`src/hw/mbmr_pkg.sv`:
```
package mbmr_pkg;
	// Frame characters
	localparam logic [7:0] CHAR_START = 8'h3A;     // Frame start
	localparam logic [7:0] CHAR_CR    = 8'h0D;     // First terminator
	localparam logic [7:0] CHAR_LF    = 8'h0A;     // Second terminator
	localparam logic [7:0] FUNC_READ  = 8'h03;     // Read holding registers
	// Monitor register map
	localparam logic [15:0] REG_INP_STATE = 16'h2522; // digital_input_terminal_state
	localparam logic [15:0] REG_FREQ_CMD  = 16'h2523; // commanded_frequency
	localparam logic [15:0] REG_OUT_FREQ  = 16'h2524; // actual_output_frequency
	localparam logic [15:0] REG_DC_CMD    = 16'h2526; // dc_bus_voltage_command
	localparam logic [15:0] REG_CURRENT   = 16'h2527; // motor_output_current
	localparam logic [15:0] REG_WARNING   = 16'h2528; // active_warning_code
	localparam logic [15:0] REG_DO_STATE  = 16'h2529; // digital_output_state
	localparam logic [15:0] REG_AIN_ONE   = 16'h252C; // analog_input_one_value
	localparam logic [15:0] REG_AIN_TWO   = 16'h252D; // analog_input_two_value
	localparam logic [15:0] REG_CHECK     = 16'h252F; // model_check_word
	// Field layout of a request, in binary bytes after the start character
	localparam logic [3:0] BYTES_IN_REQ  = 4'h6;   // Addr, func, start(2), count(2)
	localparam logic [3:0] POS_LRC       = 4'h6;   // Index of LRC byte
	localparam int         INP_USED_BITS = 8;      // Terminals one to eight

	// Parser states
	typedef enum logic [2:0] {
		MBMR_IDLE  = 3'b000,
		MBMR_HIGH  = 3'b001,
		MBMR_LOW   = 3'b010,
		MBMR_LF    = 3'b011,
		MBMR_READ  = 3'b100
	} mbmr_state_type;

	// Decoded request
	typedef struct packed {
		logic [7:0]  node;   // Node address
		logic [7:0]  func;   // Function code
		logic [15:0] start;  // Starting register
		logic [15:0] count;  // Register count
	} mbmr_req_type;

	// Monitor inputs gathered
	typedef struct packed {
		logic [7:0]  digital_input;  // Terminals one..eight
		logic [15:0] freq_cmd;       // Commanded frequency
		logic [15:0] out_freq;       // Output frequency
		logic [15:0] dc_cmd;         // DC bus voltage command
		logic [15:0] current;        // Output current
		logic [15:0] warning;        // Warning code
		logic [15:0] do_state;       // Digital output state
		logic [15:0] ain_one;        // Analog input 1
		logic [15:0] ain_two;        // Analog input 2
	} mbmr_mon_type;
endpackage : mbmr_pkg

```
`src/hw/mbmr_hex_nibble.sv`:
```
`timescale 1ns/1ns
// Converts one ASCII hex character to a nibble
module mbmr_hex_nibble (
	input  wire logic [7:0] i_char,   // ASCII character
	output logic      [3:0] o_nib,    // Nibble value
	output logic            o_valid   // Character is hex
);
	// Decode 0-9, A-F, a-f
	always_comb
	begin
		o_nib   = 4'h0;
		o_valid = 1'b1;
		if (i_char >= 8'h30 && i_char <= 8'h39)
		begin
			o_nib = i_char[3:0];
		end
		else if ((i_char >= 8'h41 && i_char <= 8'h46) || (i_char >= 8'h61 && i_char <= 8'h66))
		begin
			o_nib = 4'(i_char[3:0] + 4'h9);
		end
		else
		begin
			o_valid = 1'b0;
		end
	end
endmodule : mbmr_hex_nibble

```
`src/hw/mbmr_read_slave.sv`:
```
`timescale 1ns/1ns
// Functional notes
// - Function 03H reads consecutive holding registers
// - Registers returned upward from starting register
// - Start 3AH, then address, function, start, count
// - Frame complete only after 0DH then 0AH
module mbmr_read_slave #(
	parameter logic [7:0]  NODE_ADDR  = 8'h01,   // Own node address
	parameter logic [15:0] CHECK_WORD = 16'h0000 // Model check word, arbitrary value
) (
	input  wire logic                  i_clock,     // 20 MHz system clock
	input  wire logic                  i_rst_n,     // Async reset, active low
	input  wire logic [7:0]            i_rx_data,   // Received character
	input  wire logic                  i_rx_valid,  // Character strobe
	input  wire mbmr_pkg::mbmr_mon_type i_monitor,  // Live monitor values
	input  wire logic                  i_rd_ready,  // Reply side takes word
	output logic                       o_rd_valid,  // Register word valid
	output logic [15:0]                o_rd_addr,   // Register address of word
	output logic [15:0]                o_rd_data,   // Register contents
	output logic                       o_rd_last,   // Last word of reply
	output logic                       o_frame_err, // Pulse: frame discarded
	output logic                       o_busy       // Reply in progress
);
	// Whole module state
	typedef struct packed {
		mbmr_pkg::mbmr_state_type st;     // Parser state
		logic [3:0]               idx;    // Binary byte index
		logic [3:0]               hi;     // Pending high nibble
		logic [7:0]               sum;    // Running byte sum
		logic                     bad;    // Bad character seen
		mbmr_pkg::mbmr_req_type   req;    // Captured request
		logic [15:0]              addr;   // Current register
		logic [15:0]              left;   // Words remaining
		logic                     rd_valid; // Word valid
		logic [15:0]              rd_addr;  // Word address
		logic [15:0]              rd_data;  // Word contents
		logic                     rd_last;  // Last word flag
		logic                     err;      // Discard pulse
		logic                     busy;     // Reply in progress
	} mbmr_regs_type;

	mbmr_regs_type s_q;  // Registered state
	mbmr_regs_type s_d;  // Next state
	logic [3:0]    nib;  // Decoded nibble
	logic          nib_ok; // Character is hex
	logic [7:0]    byte_val; // Assembled byte

	// Hex character decoder
	mbmr_hex_nibble u_nib (
		.i_char  (i_rx_data),
		.o_nib   (nib),
		.o_valid (nib_ok)
	);

	assign byte_val = {s_q.hi, nib};

	// Map lookup of one register
	function automatic logic [15:0] mbmr_lookup(input logic [15:0] a, input mbmr_pkg::mbmr_mon_type m);
		logic [15:0] v;
		v = 16'h0000;
		unique case (a)
			mbmr_pkg::REG_INP_STATE: v = {8'h00, m.digital_input[mbmr_pkg::INP_USED_BITS-1:0]};
			mbmr_pkg::REG_FREQ_CMD: v = m.freq_cmd;
			mbmr_pkg::REG_OUT_FREQ: v = m.out_freq;
			mbmr_pkg::REG_DC_CMD:   v = m.dc_cmd;
			mbmr_pkg::REG_CURRENT:  v = m.current;
			mbmr_pkg::REG_WARNING:  v = m.warning;
			mbmr_pkg::REG_DO_STATE: v = m.do_state;
			mbmr_pkg::REG_AIN_ONE:  v = m.ain_one;
			mbmr_pkg::REG_AIN_TWO:  v = m.ain_two;
			mbmr_pkg::REG_CHECK:    v = CHECK_WORD;
			default:                v = 16'h0000; // Reserved reads zero
		endcase
		return v;
	endfunction : mbmr_lookup

	// Next-state logic
	always_comb
	begin
		s_d     = s_q;
		s_d.err = 1'b0;
		// A new start character restarts the parser, except while a reply is streaming (MBMR_READ)
		if (i_rx_valid && i_rx_data == mbmr_pkg::CHAR_START && s_q.st != mbmr_pkg::MBMR_READ)
		begin
			s_d.st  = mbmr_pkg::MBMR_HIGH;
			s_d.idx = 4'h0;
			s_d.sum = 8'h00;
			s_d.bad = 1'b0;
		end
		else
		begin
			unique case (s_q.st)
				mbmr_pkg::MBMR_IDLE:
				begin
					s_d.st = mbmr_pkg::MBMR_IDLE; // Wait for start
				end
				mbmr_pkg::MBMR_HIGH:
				begin
					if (i_rx_valid)
					begin
						if (i_rx_data == mbmr_pkg::CHAR_CR)
						begin
							// CR only legal after the LRC byte
							if (s_q.idx == 4'(mbmr_pkg::POS_LRC + 4'h1))
							begin
								s_d.st = mbmr_pkg::MBMR_LF;
							end
							else
							begin
								s_d.st  = mbmr_pkg::MBMR_IDLE;
								s_d.err = 1'b1;
							end
						end
						else
						begin
							s_d.hi  = nib;
							s_d.bad = s_q.bad | ~nib_ok;
							s_d.st  = mbmr_pkg::MBMR_LOW;
						end
					end
				end
				mbmr_pkg::MBMR_LOW:
				begin
					if (i_rx_valid)
					begin
						s_d.bad = s_q.bad | ~nib_ok;
						s_d.sum = 8'(s_q.sum + byte_val);
						s_d.idx = 4'(s_q.idx + 4'h1);
						s_d.st  = mbmr_pkg::MBMR_HIGH;
						// Place binary bytes into request fields
						unique case (s_q.idx)
							4'h0: s_d.req.node        = byte_val;
							4'h1: s_d.req.func        = byte_val;
							4'h2: s_d.req.start[15:8] = byte_val;
							4'h3: s_d.req.start[7:0]  = byte_val;
							4'h4: s_d.req.count[15:8] = byte_val;
							4'h5: s_d.req.count[7:0]  = byte_val;
							default: s_d.st = (s_q.idx > mbmr_pkg::POS_LRC) ? mbmr_pkg::MBMR_IDLE
							                                                 : mbmr_pkg::MBMR_HIGH;
						endcase
						if (s_q.idx > mbmr_pkg::POS_LRC)
						begin
							s_d.err = 1'b1; // Too many characters
						end
					end
				end
				mbmr_pkg::MBMR_LF:
				begin
					if (i_rx_valid)
					begin
						s_d.st = mbmr_pkg::MBMR_IDLE;
						// Accept only with LF, clean hex, zero sum, own node, read, nonzero count
						if (i_rx_data == mbmr_pkg::CHAR_LF && !s_q.bad && s_q.sum == 8'h00)
						begin
							if (s_q.req.node == NODE_ADDR && s_q.req.func == mbmr_pkg::FUNC_READ
							    && s_q.req.count != 16'h0000)
							begin
								s_d.st   = mbmr_pkg::MBMR_READ;
								s_d.addr = s_q.req.start;
								s_d.left = s_q.req.count;
							end
						end
						else
						begin
							s_d.err = 1'b1;
						end
					end
				end
				mbmr_pkg::MBMR_READ:
				begin
					// Stream words upward, one per accepted handshake
					if (!s_q.rd_valid || i_rd_ready)
					begin
						if (s_q.left != 16'h0000)
						begin
							s_d.rd_valid = 1'b1;
							s_d.rd_addr  = s_q.addr;
							s_d.rd_data  = mbmr_lookup(s_q.addr, i_monitor);
							s_d.rd_last  = (s_q.left == 16'h0001);
							s_d.addr     = 16'(s_q.addr + 16'h0001);
							s_d.left     = 16'(s_q.left - 16'h0001);
						end
						else
						begin
							s_d.rd_valid = 1'b0;
							s_d.rd_last  = 1'b0;
							s_d.st       = mbmr_pkg::MBMR_IDLE;
						end
					end
				end
				default:
				begin
					s_d.st = mbmr_pkg::MBMR_IDLE; // Illegal code recovers
				end
			endcase
		end
		// Busy kept in a flop so the output needs no decode
		s_d.busy = (s_d.st == mbmr_pkg::MBMR_READ);
	end

	// State register
	always_ff @(posedge i_clock or negedge i_rst_n)
	begin
		if (!i_rst_n)
		begin
			s_q <= '0;
		end
		else
		begin
			s_q <= s_d;
		end
	end

	// Outputs straight from flip-flops
	assign o_rd_valid  = s_q.rd_valid;
	assign o_rd_addr   = s_q.rd_addr;
	assign o_rd_data   = s_q.rd_data;
	assign o_rd_last   = s_q.rd_last;
	assign o_frame_err = s_q.err;
	assign o_busy      = s_q.busy;
endmodule : mbmr_read_slave

```
`config.mk`:
```
export PLATFORM = sky130hd
export DESIGN_NAME = mbmr_read_slave
export DESIGN_NICKNAME = d
export VERILOG_FILES = /design/src/hw/mbmr_pkg.sv /design/src/hw/mbmr_hex_nibble.sv /design/src/hw/mbmr_read_slave.sv
export SDC_FILE = /design/constraint.sdc
export NUM_CORES = 1
export LEC_CHECK = 0
export BUFFER_PORTS_ARGS = -buffer_cell sky130_fd_sc_hd__buf_4
export CORE_AREA = 5 5 160 162
export DETAILED_ROUTE_END_ITERATION = 8
export DIE_AREA = 0 0 165 167
export PLACE_DENSITY = 0.62
export SYNTH_ARGS = -nofsm -noshare
export SYNTH_HDL_FRONTEND = slang
export SYNTH_SLANG_ARGS = --single-unit
```
`constraint.sdc`:
```
create_clock -name i_clock -period 3 [get_ports i_clock]
set_input_delay 0 -clock i_clock [delete_from_list [all_inputs] [get_ports i_clock]]
set_output_delay 0 -clock i_clock [all_outputs]
set_load 0.005 [all_outputs]
```
# == Word-level counts from Yosys, hierarchy flattened ==
# Cells that the tools add are included.
# op_classes
addsub,5
n_lt_le_gt_ge,7
n_eq_ne,35
muxes,49
bitwise,4
reduce_logical,34
# ops
cell,n
2-to-1 mux 32 bit,5
== test 16 x 14 -> 1 bit (second input constant),9
one-hot mux 16 bit (9 select lines),1
2-to-1 mux 66 bit,1
one-hot mux 32 bit (2 select lines),1
2-to-1 mux 57 bit,1
2-to-1 mux 8 bit,7
AND reduction 4 bit,9
nonzero test 16 bit,2
2-to-1 mux 3 bit,6
adder 16 x 1 -> 16 bit (second input constant),1
== test 16 x 1 -> 1 bit (second input constant),1
== test 8 x 4 -> 1 bit (second input constant),2
greater-or-equal comparator 8 x 7 -> 1 bit (second input constant),2
<= comparator 8 x 7 -> 1 bit (second input constant),2
2-to-1 mux 1 bit,16
subtractor 16 x 1 -> 16 bit (second input constant),1
2-to-1 mux 7 bit,2
== test 4 x 3 -> 1 bit (second input constant),3
2-to-1 mux 4 bit,3
!= test 3 bit (second input constant),4
one-hot mux 3 bit (4 select lines),1
!= test 2 bit (second input constant),5
logical AND 1 bit,9
30 further kinds,40
# word_totals
ff_bits,136
inputBits,148

# == Depth between registers and ports, before layout ==
# logic_depth
ltp_word,11
ltp_mapped,15
mapped_depth_nobuf,15

# == Modules after synthesis ==
# A second synthesis with hierarchy kept.
# hier_totals
cells_unflattened,836
hier_area_um2,8371.8
# by_module_without_submodules
module,n_inst,cells_per_inst,area_each_um2,seq_area_each_um2
mbmr_read_slave,1,811,8167.8,3403.3
mbmr_hex_nibble,1,25,203.9,0.0

# == Worst setup path before layout ==
# OpenSTA, ideal clock, no wires.
# synth_path
path_type,input port to flip-flop
start,input i_rx_data[0]
end,register s_q[124] (netlist bit)
arrival_time_ps,2687
required_time_ps,2931
slack_ps,245
stages,12
n_path_buf,0
path_cell_list,inv_1 -> ha_1 -> or3b_2 -> a31oi_1 -> nor2_1 -> ha_1 -> a21o_1 -> a211oi_1 -> o21ai_0 -> and3_1 -> or4_1 -> nand3_1
# synth_via
elab_chain_len,9
elab_cells_between_ends,23
cone_classes,add/sub (2); order compare (6); eq/ne (1); mux (5); reduce/logical (9)
# synth_rtl
element,line,source
start: declaration,mbmr_read_slave.sv:13,"input wire logic [7:0] i_rx_data,"
greater-or-equal comparator 8 x 7 -> 1 bit or <= comparator 8 x 7 -> 1 bit (tied branches),mbmr_hex_nibble.sv:17,else if ((i_char >= 8'h41 && i_char <= 8'h46) || (i_char >= 8'h61 && i_char <= 8'h66))
logical AND 1 bit,mbmr_hex_nibble.sv:17,
logical OR 1 bit,mbmr_hex_nibble.sv:17,
2-to-1 mux 4 bit,mbmr_hex_nibble.sv:17,
2-to-1 mux 4 bit (*),mbmr_hex_nibble.sv:13,if (i_char >= 8'h30 && i_char <= 8'h39)
named net byte_val[1],mbmr_read_slave.sv:46,logic [7:0] byte_val;
adder 8 bit (*),mbmr_read_slave.sv:127,s_d.sum = 8'(s_q.sum + byte_val);
2-to-1 mux 57 bit (*),mbmr_read_slave.sv:124,if (i_rx_valid)
2-to-1 mux 8 bit (*),mbmr_read_slave.sv:92,unique case (s_q.st)
2-to-1 mux 9 bit (*),mbmr_read_slave.sv:83,if (i_rx_valid && i_rx_data == mbmr_pkg::CHAR_START && s_q.st != mbmr_pkg::MBMR_READ)
end signal: assignment,mbmr_read_slave.sv:206,s_q <= '0;
end signal: assignment,mbmr_read_slave.sv:210,s_q <= s_d;
end: declaration,mbmr_read_slave.sv:42,mbmr_regs_type s_q;
# The timed path passes the listed nets; every way through them passes the cells marked *. The select of a mux whose other input is x is not followed.
# A chain may end at the register's enable or synchronous reset.

# == Worst setup path in the final report ==
# layout_path
start,register s_q[56] (netlist bit)
end,register s_q (netlist bit o_rd_data[12])
# layout_via
elab_chain_len,2
elab_cells_between_ends,10
cone_classes,eq/ne (9); mux (1)
# layout_rtl
element,line,source
== test 16 x 14 -> 1 bit,mbmr_read_slave.sv:61,unique case (a)
one-hot mux 16 bit (9 select lines) (*),mbmr_read_slave.sv:61,
# Mark *: on every way between the ends. The rest lies on a longest branch, timed or not.

==> results.md <==
* Minimum clock period after layout at 2.84 ns
* Commonest cells after routing, fill and taps aside: buf_4, dfrtp_1, nand2_1, mux2_2, and3_1
* Site row count at 57
* Max-cap viol count at 0
* Initial antenna violation count at 0
* GRT Total Usage at 0.188
* Critical path class: register to register
* Non-filler cells, final at roughly 1.3k
* Inst Count DP at roughly 1.3k
* Top post-synthesis cells by area: dfrtp_1, mux2_2, and3_1
* Initial Util at 0.343
* Cells after Synth at 838
* DR vias at ~7.4k
* Worst reg2reg setup slack at roughly 0.16 ns
* Maximum clock frequency at between 0.3 and 0.4 GHz
* WHS Endpoint: o_rd_data[5]
* Startpoint Class: register
* Cell Chain, Critical Path: or4b_1, nor4_4, buf_4, buf_4, and2_4, a22oi_1, dlygate4sd3_1, and3_1, o21ai_2
* Pwr Total at between 4 and 5 mW
* Synth cell types at 75
* Clk_skew at around 0.0068 ns
* Drt wl/cell at around 20 um
* Root buffer cell: clkbuf_16
* Sequential element share of the synthesized area at 0.414
* Fill cells at approximately 2.3k
* Flop and latch count out of synthesis at around 140
* CP max stage cell: or4b_1
* Largest net degree at the start of global routing at 63
* DRC viols at 0
* Synth warn at 0
* Vias in the first global route at a little over 7k
* Reg clk slew, reported paths at roughly 0.060 ns
* Total congestion overflow at 0
* Clock latency on the worst-skew pair at between 0.4 and 0.5 ns
* Die area at roughly 28000 um2
* N_diodes at 0
* Crit path largest cell delay at 0.63 ns
* Final count of negative-setup-slack endpoints at 0
* Iter 0 DRT Violations at roughly 750
* Vias per std cell at about 5.5
* Clock Sinks at around 140
* Clock Tree Buf Depth at 2
* Yosys top cell by area: dfrtp_1
* Period Utilization, post-route at 0.948
* Routability congestion estimate at between 0.8 and 0.9
* ANT nets after route at 0
* Top Ports at 184
* Register area at ~3400 um2
* Main flop type after synthesis: dfrtp_1
* WP data required at ~3.4 ns
* Nets at 1183
* Final Hold Viols at 0
* Post-synth EDFFs at 0
* Multi-input gate area at between 4000 and 5000 um2
* Most frequent CP cell: buf_4
* Outcome: finished, final reports clean
* WL final at ~27000 um
* P&R area growth vs syn at 28.5%
* Avg Cell Area, Syn at just under 10 um2
* Worst hold margin at ~0.006 ns
* Reg2Reg Launch Point: s_q[56]
* FFs w/ async S/R, synth at 1.00
* Hold Path Origin: i_monitor[53]
* Number of port buffers at 183
* Chip width at roughly 170 um
* Crit path buffers/inverters at 3
* Worst-Margin Slew at slightly above 0.8 ns
* Power Dens Cells at a little over 400 nW/um2
* RSZ-0062 raised after global routing: no
* Rel. slew slack at 0.457
* CP Capture Type: register
* Static Leak at approximately 5 nW
* Critical Path Fanout Max at 13
* Slew Limit Fails at 0
* Fraction of layout cells with a size suffix above 1 at 0.350
* Synthesized area at 8210 um2
* Number of CTS-inserted buffers at 17
* Hold path depth at 4
* Cell family with most CP delay: simple AND/OR/NAND/NOR gates
* Placeable Area at approximately 24000 um2
* Max VDD drop at around 0.35 mV
* Post-DP HPWL at about 20000 um
* First-pass GRT wire length at around 41000 um
* Die height at 167 um
* CTS tree: built
* Depth of the worst register-to-register path at 9
* HP Class: input pin to register
* Worst reg2reg endpoint: o_rd_data[12]
* CP arrival at between 3 and 4 ns
* Syn Nets at 1009
* H-tree depth at 4
* Commonest non-fill, non-tap cell in the layout: buf_4
* Area share of the largest cell type after synthesis at 0.414
* Drt pass-1 iters at 8
==> worst min-delay path, stage by stage <==
cell and delay (ns):
buf_4 0.08, a22oi_1 0.05, and3_1 0.16, o21ai_2 0.11
==> registers in the layout, summed over array words and instances, names as in the netlist <==
name	cells
o_rd_data	16
s_q	96
o_rd_addr	16
o_rd_last	1
o_frame_err	1
byte_val	4
o_busy	1
o_rd_valid	1
==> worst max-delay path by stage <==
stage	start	end	slack, ns	depth (start not counted)
global placement	i_rx_data[0]	s_q[124]	0.05	13
floorplan	i_rx_data[0]	s_q[124]	0.24	12
CTS	s_q[67]	o_rd_data[12]	0.03	8
finish	s_q[56]	o_rd_data[12]	0.16	9
detailed placement	i_rx_data[0]	s_q[123]	-0.01	15
global route	s_q[56]	o_rd_data[12]	0.03	9
==> where the power goes <==
part	switching (mW)	leakage, nW	internal (mW)
sequential	0.0133	1.87	1.85
combinational	0.118	2.75	0.162
clock	0.798	0.292	1.37
==> synthesized netlist by cell type (8+ instances only) <==
cell type	instances
ha_1	22
a22oi_1	33
o211ai_1	8
dfrtp_1	136
buf_2	11
mux2_2	66
a2111oi_0	14
nor2_1	38
a21oi_1	20
nor2b_1	11
nor4_1	12
o21ai_1	12
and3_1	52
nand2_1	80
o2bb2ai_1	16
a222oi_1	9
clkbuf_1	24
nand3_1	37
o31ai_1	9
nor3_1	17
a22o_1	14
buf_4	34
o21ai_0	32
inv_1	16
==> routing by layer <==
metal | routed length, um | track usage | vias up
met5 | 0 | 0 | -
met4 | 725 | 0.0662 | 0
met3 | 2130 | 0.0445 | 38
met2 | 13000 | 0.316 | 301
met1 | 10900 | 0.236 | 3616
li1 | - | - | 3445
==> cell type report <==
type                    count  area share
flip-flops and latches    136       0.323
well taps                 324      0.0384
clock buffers              21      0.0446
clock inverters            10      0.0136
repair buffers            236       0.170
multi-input cells         605       0.405
inverters                  16     0.00569
==> timing repair <==
item,4_1_cts,5_1_grt
hold endpoints to repair,65,0
buffers inserted,0,2
setup endpoints to repair,0,1
hold buffers,8,0
gates resized for setup,0,1
==> through the flow <==
step	utilization	area [um2]	setup TNS, ns	worst slack, ns
2_1_floorplan	-	8210	0	0.245
3_3_place_gp	0.411	9840	0	0.0482
3_5_place_dp	0.411	9840	-0.0122	-0.0122
4_1_cts	0.440	10500	0	0.0271
5_1_grt	0.440	10600	0	0.0333
6_report	0.440	10600	0	0.155
==> logic make-up after synthesis <==
family,count (synthesis),synth area share
mux,68,0.0929
simple gates,308,0.209
flops,136,0.414
compound gates,199,0.174
fa+ha+maj,23,0.0359
xor+xnor,7,0.00746
buf+inv,97,0.0663
(Power assumes the default switching activity.)
